### src/core/mbc_consts.vh
// Purpose: Constants for the per-channel basic motor configuration block
// Assumes: Classic Wishbone slave, 32-bit data, byte addresses
// Notes:   Offsets are byte addresses of aligned words
`ifndef MBC_CONSTS_VH
`define MBC_CONSTS_VH

// Register offsets
`define MBC_ADDR_CFG_SET      8'h00
`define MBC_ADDR_HOLD_SW      8'h04
`define MBC_ADDR_QUERY_CH     8'h08
`define MBC_ADDR_QUERY_DATA   8'h0c
`define MBC_ADDR_STATUS       8'h10

// Command word field positions
`define MBC_CH_LSB            0
`define MBC_EN_BIT            4
`define MBC_HD_LSB            8
`define MBC_AC_LSB            12
`define MBC_PL_LSB            16
`define MBC_HOLD_ON_BIT       4

// Query reply nibble positions (enable, hold-off, accel, pulse)
`define MBC_Q_EN_LSB          12
`define MBC_Q_HD_LSB          8
`define MBC_Q_AC_LSB          4
`define MBC_Q_PL_LSB          0

// Hold-off modes
`define MBC_HD_STOPPED        2'h0
`define MBC_HD_SUPPRESS       2'h1
`define MBC_HD_EXCITE_RUN     2'h2
`define MBC_HD_ALWAYS         2'h3

// Acceleration profiles and pulse formats
`define MBC_AC_CONST          2'h0
`define MBC_AC_TRAPEZOID      2'h1
`define MBC_AC_S_SHAPE        2'h2
`define MBC_PL_CW_CCW         2'h0
`define MBC_PL_PULSE_DIR_A    2'h1
`define MBC_PL_PULSE_DIR_B    2'h2

// Reset values of every channel
`define MBC_RST_EN            1'h1
`define MBC_RST_HD            2'h0
`define MBC_RST_AC            2'h1
`define MBC_RST_PL            2'h0

`endif

### src/core/mbc_basic_config.v
// Purpose: Per-channel basic motor configuration for a 16-channel
//          stepping motor controller, driven from a Wishbone slave
// Assumes: Command parser upstream turns ASCII commands into register
//          writes; motor_moving and remote_mode come from sys_clk logic
// Notes:   No reply is produced for set or hold-off switch writes
//
// Summary of operation
// - Set: channel, enable, hold-off, accel, pulse; silent
// - Enable zero forces both limits, inhibiting motion
// - Mode 0 drives hold-off while stopped; mode 1 never
// - Mode 2 holds while running; mode 3 always
// - Modes 2, 3 invert output polarity
// - Accel field: constant, trapezoid, S-shaped
// - Pulse field: CW/CCW or two pulse-direction kinds
// - Query returns enable, hold-off, accel, pulse digits
// - Hold switch: ON disables, OFF enables; silent
// - Switch and set share one hold-off setting
//
// Decided for this implementation: the register offsets and the Wishbone interface to the registers.
`timescale 1ns/1ps
`include "mbc_consts.vh"

module mbc_basic_config #(
   parameter CHANNELS = 16,
   parameter CH_BITS  = 4
) (
   input  wire                    sys_clk,
   input  wire                    rst,
   input  wire                    clk_en,
   // Wishbone classic slave
   input  wire                    wb_cyc_i,
   input  wire                    wb_stb_i,
   input  wire                    wb_we_i,
   input  wire [7:0]              wb_adr_i,
   input  wire [3:0]              wb_sel_i,
   input  wire [31:0]             wb_dat_i,
   output wire [31:0]             wb_dat_o,
   output wire                    wb_ack_o,
   // Device state
   input  wire                    remote_mode,
   input  wire [CHANNELS-1:0]     motor_moving,
   // Per-channel outputs to motion logic and drivers
   output wire [CHANNELS-1:0]     limit_switch_cw_force,
   output wire [CHANNELS-1:0]     limit_switch_ccw_force,
   output wire [CHANNELS-1:0]     holdoff_out,
   output wire [2*CHANNELS-1:0]   accel_profile_field,
   output wire [2*CHANNELS-1:0]   pulse_format_field
);

   reg  [CHANNELS-1:0]    en_reg;
   reg  [2*CHANNELS-1:0]  hd_reg;
   reg  [2*CHANNELS-1:0]  ac_reg;
   reg  [2*CHANNELS-1:0]  pl_reg;
   reg  [CHANNELS-1:0]    hold_pin_reg;
   reg  [CHANNELS-1:0]    hold_pin_next;
   reg  [CH_BITS-1:0]     query_ch_reg;
   reg                    ack_reg;
   reg  [31:0]            dat_reg;
   reg  [31:0]            dat_next;
   reg                    ignored_reg;

   wire                   req;
   wire                   wr_take;
   wire [CH_BITS-1:0]     cmd_ch;
   wire                   cmd_en;
   wire [1:0]             cmd_hd;
   wire [1:0]             cmd_ac;
   wire [1:0]             cmd_pl;
   wire                   cmd_hold_on;
   wire                   cfg_valid;
   wire                   cfg_hit;
   wire                   hold_hit;
   wire                   q_en;
   wire [1:0]             q_hd;
   wire [1:0]             q_ac;
   wire [1:0]             q_pl;

   integer i;

   assign req     = wb_cyc_i & wb_stb_i;
   // Write takes effect on the edge where the master sees ack
   assign wr_take = req & ack_reg & wb_we_i & wb_sel_i[0];

   assign cmd_ch      = wb_dat_i[`MBC_CH_LSB +: CH_BITS];
   assign cmd_en      = wb_dat_i[`MBC_EN_BIT];
   assign cmd_hd      = wb_dat_i[`MBC_HD_LSB +: 2];
   assign cmd_ac      = wb_dat_i[`MBC_AC_LSB +: 2];
   assign cmd_pl      = wb_dat_i[`MBC_PL_LSB +: 2];
   assign cmd_hold_on = wb_dat_i[`MBC_HOLD_ON_BIT];

   // Undefined accel or pulse codes would leave a generator unset
   assign cfg_valid = (cmd_ac != 2'h3) & (cmd_pl != 2'h3);
   assign cfg_hit   = wr_take & (wb_adr_i == `MBC_ADDR_CFG_SET);
   assign hold_hit  = wr_take & (wb_adr_i == `MBC_ADDR_HOLD_SW);

   // Configuration storage
   always @(posedge sys_clk or posedge rst) begin
      if (rst) begin
         en_reg       <= {CHANNELS{`MBC_RST_EN}};
         hd_reg       <= {CHANNELS{`MBC_RST_HD}};
         ac_reg       <= {CHANNELS{`MBC_RST_AC}};
         pl_reg       <= {CHANNELS{`MBC_RST_PL}};
         query_ch_reg <= {CH_BITS{1'b0}};
         ignored_reg  <= 1'b0;
      end else if (clk_en) begin
         if (cfg_hit) begin
            if (remote_mode && cfg_valid) begin
               en_reg[cmd_ch]        <= cmd_en;
               hd_reg[cmd_ch*2 +: 2] <= cmd_hd;
               ac_reg[cmd_ch*2 +: 2] <= cmd_ac;
               pl_reg[cmd_ch*2 +: 2] <= cmd_pl;
               ignored_reg           <= 1'b0;
            end else begin
               ignored_reg <= 1'b1;
            end
         end
         if (hold_hit) begin
            if (remote_mode) begin
               ignored_reg <= 1'b0;
               // Same field as the set command, so both views agree
               if (cmd_hold_on) begin
                  hd_reg[cmd_ch*2 +: 2] <= `MBC_HD_SUPPRESS;
               end else if (hd_reg[cmd_ch*2 +: 2] == `MBC_HD_SUPPRESS)
               begin
                  hd_reg[cmd_ch*2 +: 2] <= `MBC_HD_STOPPED;
               end
            end else begin
               ignored_reg <= 1'b1;
            end
         end
         if (wr_take && (wb_adr_i == `MBC_ADDR_QUERY_CH)) begin
            query_ch_reg <= wb_dat_i[CH_BITS-1:0];
         end
      end
   end

   // Hold-off pin level per channel
   always @* begin
      for (i = 0; i < CHANNELS; i = i + 1) begin
         case (hd_reg[i*2 +: 2])
            `MBC_HD_STOPPED:    hold_pin_next[i] = ~motor_moving[i];
            `MBC_HD_SUPPRESS:   hold_pin_next[i] = 1'b0;
            // Inverted sense: high enables excitation while running
            `MBC_HD_EXCITE_RUN: hold_pin_next[i] = motor_moving[i];
            `MBC_HD_ALWAYS:     hold_pin_next[i] = 1'b1;
            default:            hold_pin_next[i] = 1'b0;
         endcase
      end
   end

   always @(posedge sys_clk or posedge rst) begin
      if (rst) begin
         hold_pin_reg <= {CHANNELS{1'b0}};
      end else if (clk_en) begin
         hold_pin_reg <= hold_pin_next;
      end
   end

   assign holdoff_out            = hold_pin_reg;
   // Disabled channel looks like both limit switches are hit
   assign limit_switch_cw_force  = ~en_reg;
   assign limit_switch_ccw_force = ~en_reg;
   assign accel_profile_field    = ac_reg;
   assign pulse_format_field     = pl_reg;

   // Query view of the selected channel
   assign q_en = en_reg[query_ch_reg];
   assign q_hd = hd_reg[query_ch_reg*2 +: 2];
   assign q_ac = ac_reg[query_ch_reg*2 +: 2];
   assign q_pl = pl_reg[query_ch_reg*2 +: 2];

   // Read mux; unmapped addresses read zero and still ack
   always @* begin
      dat_next = 32'h0000_0000;
      case (wb_adr_i)
         `MBC_ADDR_QUERY_CH: begin
            dat_next[CH_BITS-1:0] = query_ch_reg;
         end
         `MBC_ADDR_QUERY_DATA: begin
            dat_next[`MBC_Q_EN_LSB +: 4] = {3'h0, q_en};
            dat_next[`MBC_Q_HD_LSB +: 4] = {2'h0, q_hd};
            dat_next[`MBC_Q_AC_LSB +: 4] = {2'h0, q_ac};
            dat_next[`MBC_Q_PL_LSB +: 4] = {2'h0, q_pl};
         end
         `MBC_ADDR_STATUS: begin
            dat_next[0] = remote_mode;
            dat_next[1] = ignored_reg;
         end
         default: begin
            dat_next = 32'h0000_0000;
         end
      endcase
   end

   // One wait state: ack rises the cycle after the request appears
   always @(posedge sys_clk or posedge rst) begin
      if (rst) begin
         ack_reg <= 1'b0;
         dat_reg <= 32'h0000_0000;
      end else if (clk_en) begin
         ack_reg <= req & ~ack_reg;
         if (req && !ack_reg && !wb_we_i) begin
            dat_reg <= dat_next;
         end
      end
   end

   assign wb_ack_o = ack_reg;
   assign wb_dat_o = dat_reg;

endmodule

### config.mk
export PLATFORM = sky130hd
export DESIGN_NAME = mbc_basic_config
export DESIGN_NICKNAME = d
export VERILOG_FILES = /design/src/core/mbc_basic_config.v
export VERILOG_INCLUDE_DIRS = /design/src /design/src/core
export SDC_FILE = /design/constraint.sdc
export NUM_CORES = 1
export LEC_CHECK = 0
export BUFFER_PORTS_ARGS = -buffer_cell sky130_fd_sc_hd__buf_2
export CORE_ASPECT_RATIO = 0.7
export CORE_MARGIN = 3
export CORE_UTILIZATION = 45
export CTS_CLUSTER_DIAMETER = 80
export CTS_CLUSTER_SIZE = 10
export DETAILED_ROUTE_END_ITERATION = 8
export GPL_TIMING_DRIVEN = 0
export PLACE_DENSITY = 0.78
export SYNTH_ARGS = -nofsm -noshare
export SYNTH_HDL_FRONTEND = slang
export SYNTH_SLANG_ARGS = --single-unit
### constraint.sdc
create_clock -name sys_clk -period 4.6 [get_ports sys_clk]
set_input_delay 0.46 -clock sys_clk [delete_from_list [all_inputs] [get_ports sys_clk]]
set_output_delay 0.46 -clock sys_clk [all_outputs]
set_load 0.01 [all_outputs]
==> results.sh, run 1 <==
export IMPL_status="finished clean"
export IMPL_wl_mm=28.0
export IMPL_cts_made_buffers=17
export IMPL_drive_gt1_share_pct=34.3
export IMPL_tightest_slew_ns=0.950
export IMPL_cts_root_buf="clkbuf_16"
export IMPL_grt_use_total_pct=27.9
export IMPL_grt_overflow=0
export IMPL_area_delta_synth_final_pct=23.7
export IMPL_yosysSeqAreaShare_pct=44.2
export IMPL_synth_edff_count=0
export IMPL_synth_cell_types=56
export IMPL_gp_congestion=0.985
export IMPL_chipHeight_microns=119
export IMPL_dr_pass1_iters=6
export IMPL_cts_buffer_depth=2
export IMPL_vias_per_cell=5.81
export IMPL_wl_per_cell_microns=21.9
export IMPL_grtUsageMet2_pct=39.2
export IMPL_dieArea_sq_um=19900
export IMPL_cp_max_fo=10
export IMPL_skew_ns=0.00913
export IMPL_async_flop_share_pct=100
export IMPL_slew_viol_final=0
export IMPL_dp_cells=1247
export IMPL_antenna_found_initial=0
export IMPL_post_route_drc_count=0
export IMPL_cts_resized_gates=0
export IMPL_synth_area_sq_um=8180
export IMPL_cts_hold_buf=0
export IMPL_total_power_mw=3.22
export IMPL_rsz0062_at_grt="false"
export IMPL_io_pins=212
export IMPL_required_ns=4.89
export IMPL_synth_yosys_warnings=0
export IMPL_grt_pass1_wl_mm=42.5
export IMPL_arrival_ns=3.78
export IMPL_setup_viol=0
export IMPL_reg2reg_slack_ns=1.51
export IMPL_max_cap_violations=0
export IMPL_leakage_nw=4.45
export IMPL_ant_nets=0
export IMPL_ys_flop_type="dfrtp_1"
export IMPL_worstSetupEndpointType="flip-flop"
export IMPL_dp_hpwl_mm=21.3
export IMPL_core_area_sq_um=17500
export IMPL_grt_use_met3_pct=10.2
export IMPL_hold_viol_final=0
export IMPL_h_tree_depth=4
export IMPL_power_density_nw_per_um2=318
export IMPL_rows=40
export IMPL_path_class="input port to flip-flop"
export IMPL_nets=1107
export IMPL_post_cts_buffers=0
export IMPL_instances_no_fill=1279
export IMPL_die_x_microns=167
export IMPL_cts_sinks=143
export IMPL_ir_drop_mv=0.248
export IMPL_syn_inst=831
export IMPL_cts_tree="built"
export IMPL_port_buffers=162
export IMPL_max_freq_mhz=286
export IMPL_grt_util_met1_pct=41.4
export IMPL_vias=7427
export IMPL_drt_iter0_markers=940
export IMPL_clk_latency_ns=0.43
export IMPL_grt_pass1_vias=7124
export IMPL_relSlewSlack_pct=35.8
export IMPL_ys_ff_latch=143
export IMPL_clkTransAtPathRegs_ns=0.06
export IMPL_start_util_pct=46.8
export IMPL_hp_class="input port to asynchronous set/reset pin"
export IMPL_cp_start_kind="input port"
export IMPL_fin_crit_sh_pct=75.9
export IMPL_finalCriticalPeriod_ns=3.49
export IMPL_busiest_layer="met1"
export IMPL_grt_max_degree=86
export IMPL_syn_area_per_cell_sq_um=9.84
export IMPL_diodes=0
==> stage by stage <==
step	hold WS (ns)	area (sq um)	util, %	setup WS, ns	setup TNS [ns]
6_report	0.0885	10100	57.9	1.11	0
5_1_grt	0.140	10100	57.9	0.829	0
4_1_cts	0.108	10100	57.9	1.20	0
3_5_place_dp	0.466	9400	53.8	0.786	0
3_3_place_gp	0.460	9360	53.6	-1.30	-142.55
2_1_floorplan	0.465	8260	-	0.355	0
==> report_power, final <==
| group | total [mW] | switching [mW] | leakage, nW | internal [mW] |
|---|---|---|---|---|
| Sequential | 1.27 | 0.00310 | 1.68 | 1.26 |
| Clock | 1.71 | 0.565 | 0.349 | 1.15 |
| Combinational | 0.241 | 0.170 | 2.42 | 0.0719 |
==> Yosys cell counts (2+ instances only) <==
master / count / area share [%]
dfrtp_1: 111 / 34
a22o_1: 2 / 0.21
nand4_1: 5 / 0.38
buf_4: 40 / 3.7
inv_1: 49 / 2.2
nand2_1: 112 / 5.1
nand3_1: 34 / 2.1
a211oi_1: 8 / 0.73
a22oi_1: 4 / 0.37
buf_1: 5 / 0.23
or3_1: 2 / 0.15
or2_2: 8 / 0.61
dfstp_2: 32 / 10
xnor2_1: 17 / 1.8
ha_1: 5 / 0.76
buf_2: 13 / 0.80
o22ai_1: 10 / 0.76
and2_1: 4 / 0.31
o21ai_1: 3 / 0.18
o32ai_1: 2 / 0.21
nand2_2: 4 / 0.31
nor4_1: 2 / 0.15
nor2_1: 56 / 2.6
nor3_1: 12 / 0.73
nand2b_1: 10 / 0.76
nor2b_1: 9 / 0.69
and3b_1: 4 / 0.43
mux2i_1: 21 / 2.6
and3_1: 3 / 0.23
a21oi_1: 33 / 2.0
mux2_2: 26 / 3.6
o21ai_0: 61 / 3.7
nor4b_1: 2 / 0.21
clkbuf_1: 23 / 1.1
o31ai_1: 42 / 3.9
a31oi_1: 3 / 0.23
mux4_2: 35 / 9.6
==> critical path: stages <==
cell and delay, ns:
buf_2 0.13, buf_2 0.23, buf_6 0.20, buf_2 0.23
inv_1 0.14, ha_1 0.22, buf_2 0.18, nor2b_1 0.22
a21oi_1 0.14, nor4b_1 0.81, nand2_1 0.29, a211oi_1 0.35
o22ai_1 0.17
==> layout make-up <==
type	instances	area, sq um
Fill cell	1530	7350
Tap cell	231	289
Clock inverter	13	279
Sequential cell	143	3620
Multi-Input combinational cell	579	3980
Clock buffer	19	443
Timing Repair Buffer	163	838
Inverter	49	189
Buffer	82	482
==> layout by cell type, fill, tap and decap left out, drive strengths merged, types with 3 or more instances in the layout <==
cell type / instances
and3b: 4
nand2b: 10
nand2: 116
mux4: 35
a31oi: 3
dfrtp: 111
or2: 9
nand4: 5
xnor2: 17
bufinv: 8
mux2: 26
nor3: 13
nand3: 34
nor2b: 9
a21oi: 33
inv: 52
nor2: 56
buf: 222
ha: 5
and2: 5
clkbuf: 42
a211oi: 8
nor4: 3
and3: 3
o22ai: 10
o21ai: 64
dfstp: 32
o31ai: 42
mux2i: 21
conb: 23
a22oi: 4
==> cells by family (layout without fill, tap and decap cells) <==
logic type      after synthesis  after routing  synth area share [%]
other cells                   1             23                0.0458
simple gates                277            277                  16.0
fa+ha+maj                     5              5                 0.765
mux                          82             82                  15.8
compound gates              175            175                  13.2
flops                       143            143                  44.2
xor+xnor                     17             17                  1.82
buf+inv                     131            326                  8.14
==> path summary, 6_finish.rpt <==
check                                               startpoint                                  end  cells past startpoint
max                                                wb_dat_i[0]               hd_reg[17]$_DFFE_PP0P_                     13
min                                                        rst              wb_dat_o[4]$_DFFE_PP0P_                      2
max reg2reg                        query_ch_reg[2]$_DFFE_PP0P_              wb_dat_o[0]$_DFFE_PP0P_                      7
min reg2reg                accel_profile_field[10]$_DFFE_PP1P_  accel_profile_field[10]$_DFFE_PP1P_                      2
max in group asynchronous                                  rst  accel_profile_field[12]$_DFFE_PP1P_                      3
min in group sys_clk                              wb_dat_i[12]  accel_profile_field[16]$_DFFE_PP1P_                      3
==> layer usage <==
| layer | wire [microns] | vias up |
|---|---|---|
| li1 | - | 3292 |
| met1 | 12100 | 3612 |
| met2 | 11600 | 496 |
| met3 | 3940 | 27 |
| met4 | 293 | 0 |
| met5 | 0 | - |
Note: power is estimated with default switching activity, not from simulation.
==> inputs of run 2 (changes only) <==
- PLACE_DENSITY: 0.78 -> 0.8
- clock period: 4.6 -> 3.2 ns (I/O delays scaled with it)
==> run 2 against run 1 <==
Against the previous run:
- sequential power is 43% higher
- hold slack gained 0.11 ns
- combinational power grew 51%
- via count grew 2.1%
- routed wire length rose by 0.31%
- global-route usage is 0.44 points higher
- critical path type unchanged
- largest cell class unchanged
- largest power group unchanged
- highest routed layer is now met5
==> results.sh, run 2 (synthesized netlist as in run 1, its figures left out) <==
export IMPL_rows=40
export IMPL_ant_nets=0
export IMPL_max_cap_violations=0
export IMPL_vias=7581
export IMPL_leakage_nw=4.48
export IMPL_cp_max_fo=10
export IMPL_final_cell_mix="buf_2, nand2_1, dfrtp_1"
export IMPL_crit_path_max_incr_delay_ns=0.69
export IMPL_slew_viol_final=0
export IMPL_vias_per_cell=5.92
export IMPL_total_power_mw=4.59
export IMPL_dp_hpwl_mm=21.3
export IMPL_antenna_found_initial=0
export IMPL_internal_power_mw=3.48
export IMPL_holdPathEnd="accel_profile_field[16]$_DFFE_PP1P_"
export IMPL_path_common_cell="buf_2"
export IMPL_cts_root_buf="clkbuf_16"
export IMPL_r2r_start="query_ch_reg[2]$_DFFE_PP0P_"
export IMPL_setup_viol=0
export IMPL_hold_viol_final=0
export IMPL_nets=1109
export IMPL_tightest_slew_ns=0.923
export IMPL_reg2reg_slack_ns=0.30
export IMPL_worstSetupEndpointType="flip-flop"
export IMPL_wl_mm=28.0
export IMPL_final_util_pct=58.3
export IMPL_clkTransAtPathRegs_ns=0.06
export IMPL_seqPwrFrac_pct=39.7
export IMPL_grt_overflow=0
export IMPL_io_pins=212
export IMPL_cts_made_buffers=17
export IMPL_reg2reg_to="wb_dat_o[0]$_DFFE_PP0P_"
export IMPL_grt_use_total_pct=28.4
export IMPL_dp_slack_ns=-0.448
export IMPL_drive_gt1_share_pct=35.5
export IMPL_gp_congestion=0.976
export IMPL_status="finished clean"
export IMPL_relSlewSlack_pct=38.4
export IMPL_dr_pass1_iters=5
export IMPL_worst_path_max_delay_cell="nor3_1"
export IMPL_drt_iter0_markers=957
export IMPL_fin_crit_sh_pct=97.6
export IMPL_port_buffers=162
export IMPL_die_x_microns=167
export IMPL_chipHeight_microns=119
export IMPL_wl_per_cell_microns=21.9
export IMPL_post_route_drc_count=0
export IMPL_p_sw_mw=1.11
export IMPL_clkPwrFrac_pct=52.4
export IMPL_worstPathCellList="buf_2 > buf_2 > buf_6 > buf_2 > inv_1 > ha_1 > buf_2 > nor3b_2 > nor3_1 > nand3_1 > o31ai_1"
export IMPL_power_density_nw_per_um2=451
export IMPL_clk_latency_ns=0.43
export IMPL_cts_buffer_depth=2
export IMPL_setup_ws_ns=0.0761
export IMPL_ir_drop_mv=0.272
export IMPL_stdcell_area_sq_um=10200
export IMPL_swShare_pct=24.1
export IMPL_core_area_sq_um=17500
export IMPL_path_class="input port to flip-flop"
export IMPL_cts_sinks=143
export IMPL_diodes=0
export IMPL_rr_worst_depth=7
export IMPL_path_depth=11
export IMPL_arrival_ns=3.46
export IMPL_final_common_cell="buf_2"
export IMPL_grt_max_degree=43
export IMPL_cts_tree="built"
export IMPL_cp_start_kind="input port"
export IMPL_skew_ns=0.00618
export IMPL_max_freq_mhz=320
export IMPL_hp_class="input port to flip-flop"
export IMPL_cpLargestDelayFamily="simple AND/OR/NAND/NOR gates"
export IMPL_grt_pass1_wl_mm=43.1
export IMPL_area_delta_synth_final_pct=24.5
export IMPL_worstHoldStart="wb_dat_i[12]"
export IMPL_grt_pass1_vias=7222
export IMPL_rsz0062_at_grt="true"
export IMPL_post_cts_buffers=0
export IMPL_critical_path_buf_inv_count=6
export IMPL_worstHoldPathCells=3
export IMPL_place_area_sq_um=9430
export IMPL_finalCriticalPeriod_ns=3.12
export IMPL_start_util_pct=46.8
export IMPL_combinationalPowerShare_pct=7.9
export IMPL_dieArea_sq_um=19900
export IMPL_h_tree_depth=4
export IMPL_required_ns=3.53
## run 2: changes by cell type in the layout (fill, tap and decap cells not counted), sizes merged
cell / change
bufinv: -1
buf: +2
inv: +1
clkinv: +1
clkinvlp: +1
dlygate4sd3: +1
clkbuf: -3
## run 2: repair_timing
action / in CTS / in global routing
gates resized for setup: 1 / 15
hold buffers: 1 / 0
gates cloned: 0 / 0
hold endpoints to repair: 12 / 0
endpoints found under the setup margin: 2 / 68
## run 2: how the worst max path moves through the flow
stage	start	end	slack, ns
global route	wb_dat_i[0]	hd_reg[16]$_DFFE_PP0P_	-0.08
CTS	wb_dat_i[0]	hd_reg[26]$_DFFE_PP0P_	-0.003
floorplan	wb_dat_i[0]	accel_profile_field[18]$_DFFE_PP1P_	0.45
finish	wb_dat_i[0]	accel_profile_field[14]$_DFFE_PP1P_	0.08
detailed placement	wb_dat_i[0]	hd_reg[17]$_DFFE_PP0P_	-0.45
global placement	wb_dat_i[0]	hd_reg[16]$_DFFE_PP0P_	-0.40
## run 2: power groups by stage
stage	clock (mW)	combinational, mW	sequential (mW)
CTS	2.41	0.347	1.82
finish	2.41	0.363	1.82
global route	2.52	0.391	1.82
global placement	0	0.331	1.85
detailed placement	0	0.343	1.85
floorplan	0	0.205	1.86
## run 2: per-layer routing
metal	part of all wire, %	vias to the layer above	GRT usage, %
li1	-	3312	-
met1	42	3701	41.4
met2	42	530	39.9
met3	14	36	11.4
met4	1.1	2	5.77
met5	0.13	-	1.53
## run 2: layout make-up
type                            instances  area (sq um)
Inverter                               49           188
Buffer                                 81           482
Sequential cell                       143          3620
Tap cell                              231           289
Fill cell                            1514          7280
Timing Repair Buffer                  166           881
Clock inverter                         15           278
Clock buffer                           17           425
Multi-Input combinational cell        579          4030
## run 2: tightest hold or removal path, delay by kind of cell
family / cells / cell delay (ns)
buffers and inverters: 1 / 0.16
and+or+nand+nor: 1 / 0.07
AOI/OAI and AO/OA: 1 / 0.07
## run 2: through the flow
step / hold slack, ns / std cells / setup TNS, ns
3_3_place_gp: 0.456 / 1246 / -14.76
5_1_grt: 0.209 / 1281 / -0.527
4_1_cts: 0.191 / 1282 / -0.00325
3_5_place_dp: 0.436 / 1249 / -18.72
2_1_floorplan: 0.423 / 853 / 0
6_report: 0.202 / 1281 / 0
